**src/fasl_pkg.sv**
```systemverilog
package fasl_pkg;
  // register map, one byte each on the serial bus command space
  localparam logic [7:0] REG_LOAD_VOLTAGE_TRIM = 8'h19;
  localparam logic [7:0] REG_ALERT_SELECT_FIRST = 8'h1a;
  localparam logic [7:0] REG_ALERT_SELECT_SECOND = 8'h1b;
  localparam logic [7:0] REG_MAKER_IDENTITY = 8'h1c;
  localparam logic [7:0] REG_SILICON_REVISION = 8'h1d;
  localparam logic [7:0] REG_LATCHED_FAULT_STATUS_ONE = 8'h2a;

  // nonvolatile copy locations, used by the loader outside this block
  localparam logic [15:0] NVM_LOAD_VOLTAGE_TRIM = 16'h8119;
  localparam logic [15:0] NVM_ALERT_SELECT_FIRST = 16'h811a;
  localparam logic [15:0] NVM_ALERT_SELECT_SECOND = 16'h811b;

  // reset values until the nonvolatile load arrives
  localparam logic [7:0] RST_LATCHED_STATUS = 8'h00;
  localparam logic [7:0] RST_TRIM = 8'h00;
  localparam logic [7:0] RST_SELECT = 8'h00;
  localparam logic [7:0] UNMAPPED_READ = 8'h00;

  // second select register field positions
  localparam int SEL_B_FORCE_BIT = 2;
  localparam int SEL_B_UNUSED_BIT = 0;

  // revision field layout
  localparam int REV_MAJOR_LSB = 4;
  localparam int REV_MINOR_LSB = 0;

  // internal fault and monitor flags, active high meaning fault present
  typedef struct packed {
    logic ov_fault;
    logic uv_fault;
    logic ocp_timeout;
    logic mains_sense_bad;
    logic ocp_flag;
    logic over_temp;
    logic output_switch_bad;
    logic load_share_bad;
    logic supply_bad;
    logic monitor_input_one_flag;
    logic monitor_input_two_flag;
    logic monitor_input_three_flag;
    logic monitor_input_four_flag;
    logic monitor_input_five_flag;
  } fasl_flags_t;

  // serial bus pins as seen from inside (data line is open drain)
  typedef struct packed {
    logic scl;
    logic sda;
  } fasl_smb_in_t;

  typedef enum logic [2:0] {S_IDLE, S_ADDR, S_CMD, S_WR, S_RD, S_ACK, S_RACK} fasl_state_t;
endpackage

```
**src/fasl_top.sv**
```systemverilog
`timescale 1ns/1ns
// Summary of operation
// - alert is OR of all enabled flags
// - first select bits map eight fault flags
// - second select: supply, monitors, host force bit
// - select registers load from nonvolatile copy
// - read/write trim register loads from nonvolatile copy
// - read-only fixed maker identity register
// - revision: major high nibble, minor low nibble
// - latched status resets to zero, eight sources
// - latched bits set on rising edge only
// - status read clears bits unless fault persists
module fasl_top
  import fasl_pkg::*;
#(
  parameter logic [6:0] SMB_ADDR = 7'h50,
  parameter logic [7:0] MAKER_ID_CODE = 8'h5a, // arbitrary value
  parameter logic [3:0] REV_MAJOR = 4'h3, // arbitrary value
  parameter logic [3:0] REV_MINOR = 4'h0 // arbitrary value, the revision index
) (
  input wire logic core_clk, // device clock, 50 MHz
  input wire logic srst, // synchronous reset, active high
  input wire fasl_flags_t flags, // internal fault and monitor flags
  input wire logic nvm_load, // one-cycle pulse, nonvolatile copies valid
  input wire logic [7:0] nvm_trim, // nonvolatile trim copy
  input wire logic [7:0] nvm_sel_a, // nonvolatile first select copy
  input wire logic [7:0] nvm_sel_b, // nonvolatile second select copy
  input wire fasl_smb_in_t smb_in, // bus clock and data line level
  output logic smb_sda_out, // data line drive value, always low
  output logic smb_sda_oe, // high while pulling data line low
  output logic shared_alert_pin, // alert, active high
  output logic [7:0] load_voltage_trim // trim to the voltage loop
);
  fasl_smb_in_t sync1;
  fasl_smb_in_t sync2;
  fasl_smb_in_t sync3;
  logic [7:0] alert_enable_group_a;
  logic [7:0] alert_enable_group_b;
  logic [7:0] latched_fault_status_one;
  logic [7:0] prev_src;
  fasl_state_t state;
  fasl_state_t after_ack;
  logic [7:0] shift;
  logic [7:0] tx;
  logic [7:0] cmd;
  logic [3:0] bitcnt;
  logic byte_rdy;

  // pins pass three flops; only sync2 and sync3 are looked at
  always_ff @(posedge core_clk) begin
    sync1 <= smb_in;
    sync2 <= sync1;
    sync3 <= sync2;
  end

  wire scl_rise = sync2.scl & ~sync3.scl;
  wire scl_fall = ~sync2.scl & sync3.scl;
  wire bus_start = sync2.scl & sync3.scl & ~sync2.sda & sync3.sda;
  wire bus_stop = sync2.scl & sync3.scl & sync2.sda & ~sync3.sda;

  // select vectors in register bit order
  wire [7:0] group_a_src = {flags.ov_fault, flags.uv_fault, flags.ocp_timeout, flags.mains_sense_bad,
                            flags.ocp_flag, flags.over_temp, flags.output_switch_bad,
                            flags.load_share_bad};
  wire [7:0] group_b_src = {flags.supply_bad, flags.monitor_input_one_flag, flags.monitor_input_two_flag,
                            flags.monitor_input_three_flag, flags.monitor_input_four_flag, 1'b1,
                            flags.monitor_input_five_flag, 1'b0};
  wire host_alert_force = alert_enable_group_b[SEL_B_FORCE_BIT];
  wire any_alert = |(alert_enable_group_a & group_a_src) | |(alert_enable_group_b & group_b_src);

  // latch sources: three fault flags and the five monitor flags, a subset of the alert path
  wire [7:0] latch_src = {flags.ov_fault, flags.uv_fault, flags.ocp_timeout, flags.monitor_input_one_flag,
                          flags.monitor_input_two_flag, flags.monitor_input_three_flag,
                          flags.monitor_input_four_flag, flags.monitor_input_five_flag};
  wire [7:0] src_rise = latch_src & ~prev_src;

  // read data mux; identity and revision are fixed
  wire [7:0] revision_word = {REV_MAJOR, REV_MINOR};
  wire [7:0] rd_data = (cmd == REG_LOAD_VOLTAGE_TRIM) ? load_voltage_trim :
                       (cmd == REG_ALERT_SELECT_FIRST) ? alert_enable_group_a :
                       (cmd == REG_ALERT_SELECT_SECOND) ? alert_enable_group_b :
                       (cmd == REG_MAKER_IDENTITY) ? MAKER_ID_CODE :
                       (cmd == REG_SILICON_REVISION) ? revision_word :
                       (cmd == REG_LATCHED_FAULT_STATUS_ONE) ? latched_fault_status_one : UNMAPPED_READ;

  // byte load happens on the falling edge that ends an ack slot
  wire tx_load = scl_fall & ~byte_rdy & (state == S_ACK) & (after_ack == S_RD);
  wire rd_clr = tx_load & (cmd == REG_LATCHED_FAULT_STATUS_ONE);
  wire wr_en = scl_fall & byte_rdy & (state == S_WR);
  wire addr_hit = (shift[7:1] == SMB_ADDR);

  // a fresh edge beats the read clear; a persisting fault keeps its bit
  wire [7:0] clr_mask = rd_clr ? ~latch_src : 8'h00;
  wire [7:0] next_status = (latched_fault_status_one & ~clr_mask) | src_rise;

  // alert recomputed every cycle
  always_ff @(posedge core_clk) begin
    if (srst) begin
      shared_alert_pin <= 1'b0;
    end else begin
      shared_alert_pin <= any_alert;
    end
  end

  // latched status with edge memory
  always_ff @(posedge core_clk) begin
    if (srst) begin
      latched_fault_status_one <= RST_LATCHED_STATUS;
      prev_src <= 8'h00;
    end else begin
      latched_fault_status_one <= next_status;
      prev_src <= latch_src;
    end
  end

  // writable registers; nonvolatile load wins over a bus write
  always_ff @(posedge core_clk) begin
    if (srst) begin
      load_voltage_trim <= RST_TRIM;
      alert_enable_group_a <= RST_SELECT;
      alert_enable_group_b <= RST_SELECT;
    end else if (nvm_load) begin
      load_voltage_trim <= nvm_trim;
      alert_enable_group_a <= nvm_sel_a;
      alert_enable_group_b <= nvm_sel_b;
    end else if (wr_en) begin
      if (cmd == REG_LOAD_VOLTAGE_TRIM) begin
        load_voltage_trim <= shift;
      end
      if (cmd == REG_ALERT_SELECT_FIRST) begin
        alert_enable_group_a <= shift;
      end
      if (cmd == REG_ALERT_SELECT_SECOND) begin
        alert_enable_group_b <= shift;
      end
    end
  end

  // serial slave: bits sampled on clock rise, data line changed on fall
  always_ff @(posedge core_clk) begin
    if (srst) begin
      state <= S_IDLE;
      after_ack <= S_IDLE;
      shift <= 8'h00;
      tx <= 8'h00;
      cmd <= 8'h00;
      bitcnt <= 4'h0;
      byte_rdy <= 1'b0;
      smb_sda_out <= 1'b0;
      smb_sda_oe <= 1'b0;
    end else if (bus_start) begin
      state <= S_ADDR; // repeated start keeps the command byte
      bitcnt <= 4'h0;
      byte_rdy <= 1'b0;
      smb_sda_oe <= 1'b0;
    end else if (bus_stop) begin
      state <= S_IDLE;
      byte_rdy <= 1'b0;
      smb_sda_oe <= 1'b0;
    end else if (scl_rise) begin
      case (state)
        S_ADDR, S_CMD, S_WR: begin
          shift <= {shift[6:0], sync2.sda};
          bitcnt <= bitcnt + 4'h1;
          byte_rdy <= (bitcnt == 4'h7);
        end
        S_RD: begin
          bitcnt <= bitcnt + 4'h1;
          if (bitcnt == 4'h7) begin
            state <= S_RACK;
          end
        end
        S_RACK: begin
          // master nack ends the read; ack fetches the same register again
          state <= sync2.sda ? S_IDLE : S_ACK;
          after_ack <= S_RD;
        end
        default: begin
        end
      endcase
    end else if (scl_fall) begin
      if (byte_rdy) begin
        byte_rdy <= 1'b0;
        case (state)
          S_ADDR: begin
            state <= addr_hit ? S_ACK : S_IDLE;
            smb_sda_oe <= addr_hit;
            after_ack <= shift[0] ? S_RD : S_CMD;
          end
          S_CMD: begin
            cmd <= shift;
            state <= S_ACK;
            smb_sda_oe <= 1'b1;
            after_ack <= S_WR;
          end
          default: begin
            state <= S_ACK;
            smb_sda_oe <= 1'b1;
            after_ack <= S_WR;
          end
        endcase
      end else begin
        case (state)
          S_ACK: begin
            state <= after_ack;
            bitcnt <= 4'h0;
            if (after_ack == S_RD) begin
              tx <= {rd_data[6:0], 1'b0};
              smb_sda_oe <= ~rd_data[7];
            end else begin
              smb_sda_oe <= 1'b0;
            end
          end
          S_RD: begin
            tx <= {tx[6:0], 1'b0};
            smb_sda_oe <= ~tx[7];
          end
          default: begin
            smb_sda_oe <= 1'b0; // release for the master ack slot
          end
        endcase
      end
    end
  end
endmodule

```
**config.mk**
```make
export PLATFORM = sky130hd
export DESIGN_NAME = fasl_top
export DESIGN_NICKNAME = d
export VERILOG_FILES = /design/src/fasl_pkg.sv /design/src/fasl_top.sv
export SDC_FILE = /design/constraint.sdc
export NUM_CORES = 1
export LEC_CHECK = 0
export ABC_AREA = 1
export BUFFER_PORTS_ARGS = -buffer_cell sky130_fd_sc_hd__buf_2
export CAP_MARGIN = 20
export CORE_MARGIN = 4
export CORE_UTILIZATION = 45
export CTS_BUF_LIST = sky130_fd_sc_hd__clkbuf_16
export CTS_CLUSTER_DIAMETER = 40
export DETAILED_ROUTE_END_ITERATION = 8
export HOLD_SLACK_MARGIN = 0.15
export RECOVER_POWER = 50
export REMOVE_ABC_BUFFERS = 1
export SLEW_MARGIN = 40
export SYNTH_ARGS = -nofsm -noshare
export SYNTH_HDL_FRONTEND = slang
export SYNTH_SLANG_ARGS = --single-unit
```
**constraint.sdc**
```tcl
create_clock -name core_clk -period 3.8 [get_ports core_clk]
set_clock_uncertainty 0.2 [all_clocks]
set_input_delay 0 -clock core_clk [delete_from_list [all_inputs] [get_ports core_clk]]
set_output_delay 0 -clock core_clk [all_outputs]
set_load 0.02 [all_outputs]
```
# Word-level counts from Yosys, hierarchy flattened
# Index checks and enable logic that the tools add are counted.
[word_totals] regBits=83
[op_classes] addsub=1 n_eq_ne=24 muxes=47 bitwise_logic=32 n_reduce_logical=29
[ops] cell="$mux 8" count=17
[ops] cell="$mux 3" count=14
[ops] cell="$eq 8x5->1 const B" count=5
[ops] cell="$and 8x8->8" count=4
[ops] cell="$not 8->8" count=3
[ops] cell="$mux 4" count=5
[ops] cell="$pmux 8 s2" count=1
[ops] cell="$reduce_bool 2->1" count=8
[ops] cell="$reduce_or 8->1" count=2
[ops] cell="$and 1x1->1" count=13
[ops] cell="$eq 3x3->1 const B" count=4
[ops] cell="$reduce_and 4->1" count=3
[ops] cell="$not 1->1" count=10
[ops] cell="$reduce_and 2->1" count=5
[ops] cell="$reduce_and 5->1" count=2
[ops] cell="$eq 8x6->1 const B" count=1
[ops] cell="$mux 1" count=8
[ops] cell="$ne 2x1->1 const B" count=4
[ops] cell="$or 8x8->8" count=1
[ops] cell="$eq 7x7->1 const B" count=1
[ops] cell="$reduce_and 7->1" count=1
[ops] cell="$eq 3x2->1 const B" count=2
[ops] cell="$pmux 3 s2" count=1
[ops] cell="$reduce_and 6->1" count=1
[ops] cell="other kinds (16)" count=17

# Longest topological paths before layout
# Gate-level depths: netlist of the first run.
[logic_depth] word_depth=11 depth_mapped=12

# Least setup slack after synthesis of the first run
# OpenSTA, ideal clock, no wires.
[synth_timing] path_type="register to register" from="reg sync2[1] (netlist name)" to="reg load_voltage_trim[0]" arrival_ns=1.489 path_slack_ns=1.979 stages_incl_launch_ff=10 path_buffers=0 synth_period_minus_slack_ns=1.821 cell_sequence="dfxtp_1 inv_1 ha_1 nand2_1 nor3_4 inv_4 o21bai_1 inv_1 nand2_1 a21oi_1"
[synth_via] elab_chain_cells=6
[synth_lines] item="from (decl)" line_no="fasl_top.sv:35" source="fasl_smb_in_t sync2;"
[synth_lines] item="from (signal assigned)" line_no="fasl_top.sv:52" source="sync2 <= sync1;"
[synth_lines] item="$not 1->1" line_no="fasl_top.sv:57" source="wire scl_fall = ~sync2.scl & sync3.scl;"
[synth_lines] item="$and 1x1->1" line_no="fasl_top.sv:57"
[synth_lines] item="$and 1x1->1 (2 in a row)" line_no="fasl_top.sv:89" source="wire wr_en = scl_fall & byte_rdy & (state == S_WR);"
[synth_lines] item="$reduce_bool 2->1 (no source line)"
[synth_lines] item="$reduce_and 2->1 (no source line)"
[synth_lines] item="to (signal assigned)" line_no="fasl_top.sv:123" source="load_voltage_trim <= nvm_trim;"
[synth_lines] item="to (signal assigned)" line_no="fasl_top.sv:128" source="load_voltage_trim <= shift;"
[synth_lines] item="to (decl)" line_no="fasl_top.sv:32" source="output logic [7:0] load_voltage_trim"
# Every way passes these cells.
# A chain may end at the register's enable or synchronous reset.

# Worst setup path after layout of the first run
[layout_timing] from="reg sync2[1] (netlist name)" to="reg alert_enable_group_b[1]"
[layout_via] elab_chain_cells=6
[layout_lines] item="$not 1->1" line_no="fasl_top.sv:57"
[layout_lines] item="$and 1x1->1" line_no="fasl_top.sv:57"
[layout_lines] item="$and 1x1->1 (2 in a row)" line_no="fasl_top.sv:89"
[layout_lines] item="$reduce_bool 2->1 (no source line)"
[layout_lines] item="$reduce_and 2->1 (no source line)"
[layout_lines] item="to (signal assigned)" line_no="fasl_top.sv:125" source="alert_enable_group_b <= nvm_sel_b;"
[layout_lines] item="to (signal assigned)" line_no="fasl_top.sv:134" source="alert_enable_group_b <= shift;"
[layout_lines] item="to (decl)" line_no="fasl_top.sv:38" source="logic [7:0] alert_enable_group_b;"
# Every way passes these cells.

==> flow_metrics.py, run 1 <==
metrics = {
    "clock_tree": {
        "root_buffer": "clkbuf_16",
        "cts_tree": "done",
        "clkLatencyLatePin_ns": 0.34,
        "clock-sinks": 82,
        "htreeDepth": 3,
        "cts_buffer_depth": 2,
        "numCtsBuffers": 9,
        "clk_pin_slew_worst_paths_ns": 0.06,
    },
    "route": {
        "drc": 0,
        "ant_nets": 0,
        "vias": 4158,
        "wirelength_mm": 12.1,
        "first_pass_iters": 5,
        "viasPerCell": 5.24,
        "drtIter0Drc": 184,
        "wl_per_cell_um": 15.3,
    },
    "setup_path": {
        "cp.arrival_ns": 3.31,
        "worst_setup_path_start_kind": "flop",
        "worst-setup-path-type": "flop to flop",
        "crit_fanout": 9,
        "crit_path_end_kind": "flop",
        "crit_required_ns": 3.88,
    },
    "cells_and_area": {
        "nFillCells": 741,
        "multiInputGateArea_um2": 1930,
        "syn_to_final_growth_pct": 39.9,
        "final_common_cell": "nand2_1",
        "drive_gt1_frac": 0.108,
        "n_antenna_cell": 0,
        "final_cell_mix": "nand2_1 (127), dlygate4sd3_1 (96), dfxtp_1 (82)",
        "seqCellArea_um2": 1640,
        "final_nets": 731,
    },
    "synth": {
        "yosysSeqAreaShare": 0.419,
        "yosys_warnings": 0,
        "synth-main-ff-cell": "dfxtp_1",
        "ys_seq_elements": 82,
        "syn_inst": 543,
        "syn_area_per_cell_um2": 7.21,
        "async_flop_share": 0,
        "synth_area_um2": 3920,
        "yosysUniqueCellTypes": 45,
        "synth_edf_count": 0,
    },
    "timing": {
        "holdWs_ns": 0.192,
        "rsz0062_at_grt": "no",
        "fmax_mhz": 310,
        "worst_pin_slew_ns": 0.632,
        "slew_violations": 0,
        "setup_tns_ns": 0,
        "relSlewSlack": 0.578,
        "fin_crit_sh": 0.850,
        "fin_crit_ns": 3.23,
        "finalSetupViolations": 0,
        "hold_viol_final": 0,
    },
    "run_status": {
        "status": "completed",
    },
    "pwr": {
        "finalPower_mw": 2.08,
        "p_per_area_nw_per_um2": 380,
        "leakage_nw": 2.49,
        "ir_drop_uv": 218,
    },
    "global_route": {
        "grt_pass1_wl_mm": 19.9,
        "grt_max_degree": 49,
        "grt_overflow": 0,
        "antenna_found_initial": 0,
        "grtUsageTotal": 0.246,
        "grt_pass1_vias": 4045,
    },
    "floorplan": {
        "io_pins": 54,
        "std_cell_rows": 33,
        "fp.dieArea_um2": 10300,
        "fp.coreArea_um2": 8340,
        "start_util": 0.470,
        "fp.dieW_um": 101,
        "die_y_um": 101,
    },
    "worst_hold_path": {
        "worstHoldPathType": "flop to flop",
    },
    "placement": {
        "dp_hpwl_mm": 7.82,
        "port-buffer-count": 52,
        "place_congestion": 0.846,
    },
    "job": {
        "cap_violations": 0,
    },
}
-- flip-flops by register name, indices dropped and copies added, names as in the netlist --
signal and count:
byte_rdy 1, cmd 8, sync1 2, latched_fault_status_one 8
alert_enable_group_a 8, tx 7, shared_alert_pin 1, after_ack 3
sync2 2, prev_src 8, sync3 2, shift 8
bitcnt 4, state 3, smb_sda_oe 1, load_voltage_trim 8
alert_enable_group_b 8
-- Yosys cell counts (2+ instances only) --
master	count	area share
nand2_1	127	0.12
dfxtp_1	82	0.42
nor2_1	67	0.064
inv_1	62	0.059
a21oi_1	45	0.058
o21ai_0	29	0.037
nand3_1	26	0.033
a31oi_1	11	0.018
clkbuf_1	9	0.0086
o221ai_1	9	0.020
a22oi_1	8	0.015
a32oi_1	8	0.018
buf_2	6	0.0077
nor3_1	5	0.0064
ha_1	4	0.013
nand4_1	4	0.0064
a211oi_1	3	0.0058
inv_2	3	0.0029
nor2_8	3	0.015
a221oi_1	2	0.0045
buf_4	2	0.0038
nand3_4	2	0.0089
nor2_2	2	0.0032
o211a_1	2	0.0051
or2_2	2	0.0032
-- stage by stage --
| step | instance area [µm²] | worst slack [ns] | std cells | utilization |
|---|---|---|---|---|
| floorplan | 3820 | 1.99 | 524 | - |
| global placement | 4220 | 1.60 | 682 | 0.506 |
| detailed placement | 4220 | 1.62 | 682 | 0.506 |
| CTS | 5490 | 0.646 | 793 | 0.658 |
| global route | 5480 | 0.382 | 793 | 0.657 |
| finish | 5480 | 0.570 | 793 | 0.657 |
-- routing by layer --
metal	vias up	routed length, µm	global-route usage
li1	2087	-	-
met1	1921	5510	0.329
met2	134	5780	0.407
met3	16	659	0.0420
met4	0	179	0.0767
met5	-	0	0
-- power breakdown --
| group | switching, mW | internal, mW | leakage (nW) | total (mW) |
|---|---|---|---|---|
| Combinational | 0.117 | 0.125 | 1.67 | 0.242 |
| Sequential | 0.0292 | 0.897 | 0.673 | 0.926 |
| Clock | 0.347 | 0.568 | 0.151 | 0.915 |
| Total | 0.493 | 1.59 | 2.49 | 2.08 |
-- timing repair --
| action | CTS | global route |
|---|---|---|
| hold buffers | 96 | 0 |
| buffers inserted | 0 | 0 |
| resized for setup | 0 | 0 |
| hold endpoints to repair | 54 | 0 |
-- cell type report --
type	instances	share of cell area
multi-input cells	376	0.352
flip-flops and latches	82	0.300
repair buffers	149	0.222
inverters	66	0.0457
clock buffers	9	0.0411
well taps	105	0.0240
clock inverters	6	0.0151
-- worst max-delay path, cell delays in order, from the launching register on --
cell and delay (ns):
dfxtp_1 0.33, inv_1 0.06, ha_1 0.21, nand2_1 0.14, nor3_4 0.46, inv_4 0.14, nor2_8 0.20, a22oi_1 0.08
dlygate4sd3_1 0.61, a21oi_1 0.14, dlygate4sd3_1 0.58
-- path summary, 6_finish.rpt --
path	start	to	slack [ns]	cells past startpoint
min	sync2[1]	sync3[1]	0.19	0
max reg2reg	sync2[1]	alert_enable_group_b[1]	0.57	10
max	sync2[1]	alert_enable_group_b[1]	0.57	10
min reg2reg	sync2[1]	sync3[1]	0.19	0
-- cells by family after synthesis --
logic type | synth area share
adders and majority gates | 0.0128
and+or+nand+nor | 0.278
AOI/OAI and AO/OA | 0.196
buffers and inverters | 0.0879
other | 0.000958
xor gates and xnor gates | 0.00447
DFF | 0.419
No activity file was read; power rests on OpenSTA's default activity.
==> run 2: changes to the inputs <==
PLACE_DENSITY = 0.67   (was not set)
clock period = 2.67 ns   (was 3.8 ns; I/O delays follow)
==> flow_metrics.py, run 2 (synthesis gave the netlist of run 1 again) <==
metrics = {
    "timing": {
        "relSlewSlack": 0.580,
        "worst_pin_slew_ns": 0.629,
        "slew_violations": 0,
        "setup_tns_ns": 0,
        "holdWs_ns": 0.162,
        "hold_viol_final": 0,
        "fin_crit_ns": 2.49,
        "finalSetupViolations": 0,
        "fmax_mhz": 402,
        "rsz0062_at_grt": "no",
        "fin_crit_sh": 0.932,
    },
    "clock_tree": {
        "root_buffer": "clkbuf_16",
        "cts_setup_buffers": 0,
        "numCtsBuffers": 9,
        "clkLatencyLatePin_ns": 0.34,
        "clk_pin_slew_worst_paths_ns": 0.06,
        "cts_buffer_depth": 2,
        "htreeDepth": 3,
        "cts_tree": "done",
        "clock-sinks": 82,
    },
    "setup_path": {
        "crit_fanout": 9,
        "cp.depth": 10,
        "crit_top_cell": "nand2_1",
        "path_buf_inv": 3,
        "crit_chain": "inv_1, ha_1, nand2_1, nor3_4, inv_4, nor2_8, nor2_2, nand2_1, a31oi_1, dlygate4sd3_1",
        "crit_path_top_delay_cell": "dlygate4sd3_1",
        "regToRegStartpoint": "sync2[1]",
        "reg2reg_depth": 10,
        "startpoint": "sync2[1]",
        "crit_family": "buffers and inverters",
        "worst_setup_path_start_kind": "flop",
        "r2r_end": "alert_enable_group_a[3]",
        "crit_path_end_kind": "flop",
        "r2r_slack_ns": 0.18,
        "max_stage_delay_ns": 0.59,
        "worst-setup-path-type": "flop to flop",
        "cp.arrival_ns": 2.57,
        "crit_required_ns": 2.75,
    },
    "global_route": {
        "antenna_found_initial": 0,
        "grt_pass1_vias": 3906,
        "grt_max_degree": 48,
        "grt_overflow": 0,
        "grtUsageTotal": 0.230,
        "grt_pass1_wl_mm": 18.6,
    },
    "pwr": {
        "leakage_nw": 2.35,
        "ir_drop_uv": 305,
        "p_per_area_nw_per_um2": 560,
    },
    "cells_and_area": {
        "fin_util": 0.628,
        "final_nets": 707,
        "syn_to_final_growth_pct": 33.6,
        "final_common_cell": "nand2_1",
        "drive_gt1_frac": 0.110,
        "final_cell_mix": "nand2_1 (127), dfxtp_1 (82), dlygate4sd3_1 (71)",
        "multiInputGateArea_um2": 1930,
        "nFillCells": 752,
        "seqCellArea_um2": 1640,
        "n_antenna_cell": 0,
    },
    "route": {
        "vias": 4092,
        "ant_nets": 0,
        "drc": 0,
        "first_pass_iters": 5,
        "wl_per_cell_um": 14.7,
        "viasPerCell": 5.32,
        "wirelength_mm": 11.3,
        "drtIter0Drc": 273,
    },
    "floorplan": {
        "std_cell_rows": 33,
        "fp.dieArea_um2": 10300,
        "die_y_um": 101,
        "fp.dieW_um": 101,
        "start_util": 0.470,
        "io_pins": 54,
        "fp.coreArea_um2": 8340,
    },
    "placement": {
        "port-buffer-count": 52,
        "dp_hpwl_mm": 7.72,
        "place_congestion": 0.906,
    },
    "worst_hold_path": {
        "min-delay-start": "nvm_load",
        "worstHoldPathType": "input pin to flop",
        "min_path_cells": 3,
        "holdPathEnd": "load_voltage_trim[0]",
    },
    "run_status": {
        "status": "completed",
    },
    "job": {
        "cap_violations": 0,
    },
}
==> run 2: cell count changes in the layout (fill, tap and decap cells not counted) <==
cell           previous run  this run
dlygate4sd3_1            96        71
inv_1                    62        63
nor2_1                   67        68
clkinvlp_4                1         2
buf_4                     1         2
clkinv_2                  3         1
nor2_2                    2         1
==> run 2: timing repair <==
| item | 4_1_cts | 5_1_grt |
|---|---|---|
| setup endpoints to repair | 0 | 1 |
| gates resized for setup | 0 | 0 |
| hold endpoints to repair | 70 | 0 |
| hold buffers | 71 | 0 |
==> run 2: how the worst max path moves through the flow <==
stage                                    endpoint  slack (ns)
after global placement                   shift[7]        0.67
after detailed placement                 shift[4]        0.61
final                     alert_enable_group_a[3]        0.18
after CTS                 alert_enable_group_a[0]        0.22
after floorplan              load_voltage_trim[0]        0.86
after global routing      alert_enable_group_a[3]        0.01
==> run 2: worst register-to-register path, delay by kind of cell, from the launching register on <==
kind | cells | cell delay (ns)
adders and majority gates | 1 | 0.24
buffers and inverters | 3 | 0.76
DFF | 1 | 0.37
and+or+nand+nor | 5 | 0.68
AOI/OAI and AO/OA | 1 | 0.18
==> run 2: cell type report <==
type | count | share of cell area
multi-input combinational | 376 | 0.368
sequential | 82 | 0.314
timing repair buffer | 125 | 0.186
inverter | 66 | 0.0478
clock buffer | 9 | 0.0430
tap | 105 | 0.0251
clock inverter | 6 | 0.0160
==> run 2: per-stage QoR <==
step	instances	worst slack (ns)	power, mW	cell area, µm²
global placement	683	0.673	1.57	4230
finish	769	0.181	2.93	5230
detailed placement	683	0.614	1.57	4230
global route	769	0.0103	3.03	5230
CTS	769	0.223	2.94	5250
floorplan	524	0.859	1.46	3820
==> run 2: power by group <==
| group | total (mW) | leakage [nW] | switching, mW | internal [mW] |
|---|---|---|---|---|
| Combinational | 0.312 | 1.53 | 0.159 | 0.154 |
| Sequential | 1.32 | 0.673 | 0.0400 | 1.28 |
| Clock | 1.30 | 0.149 | 0.496 | 0.808 |
==> run 2: routing by layer <==
metal	up-vias	share of wire	global-route usage
li1	2042	-	-
met1	1884	0.45	0.309
met2	144	0.47	0.378
met3	22	0.061	0.0296
met4	0	0.022	0.0828
met5	-	0	0
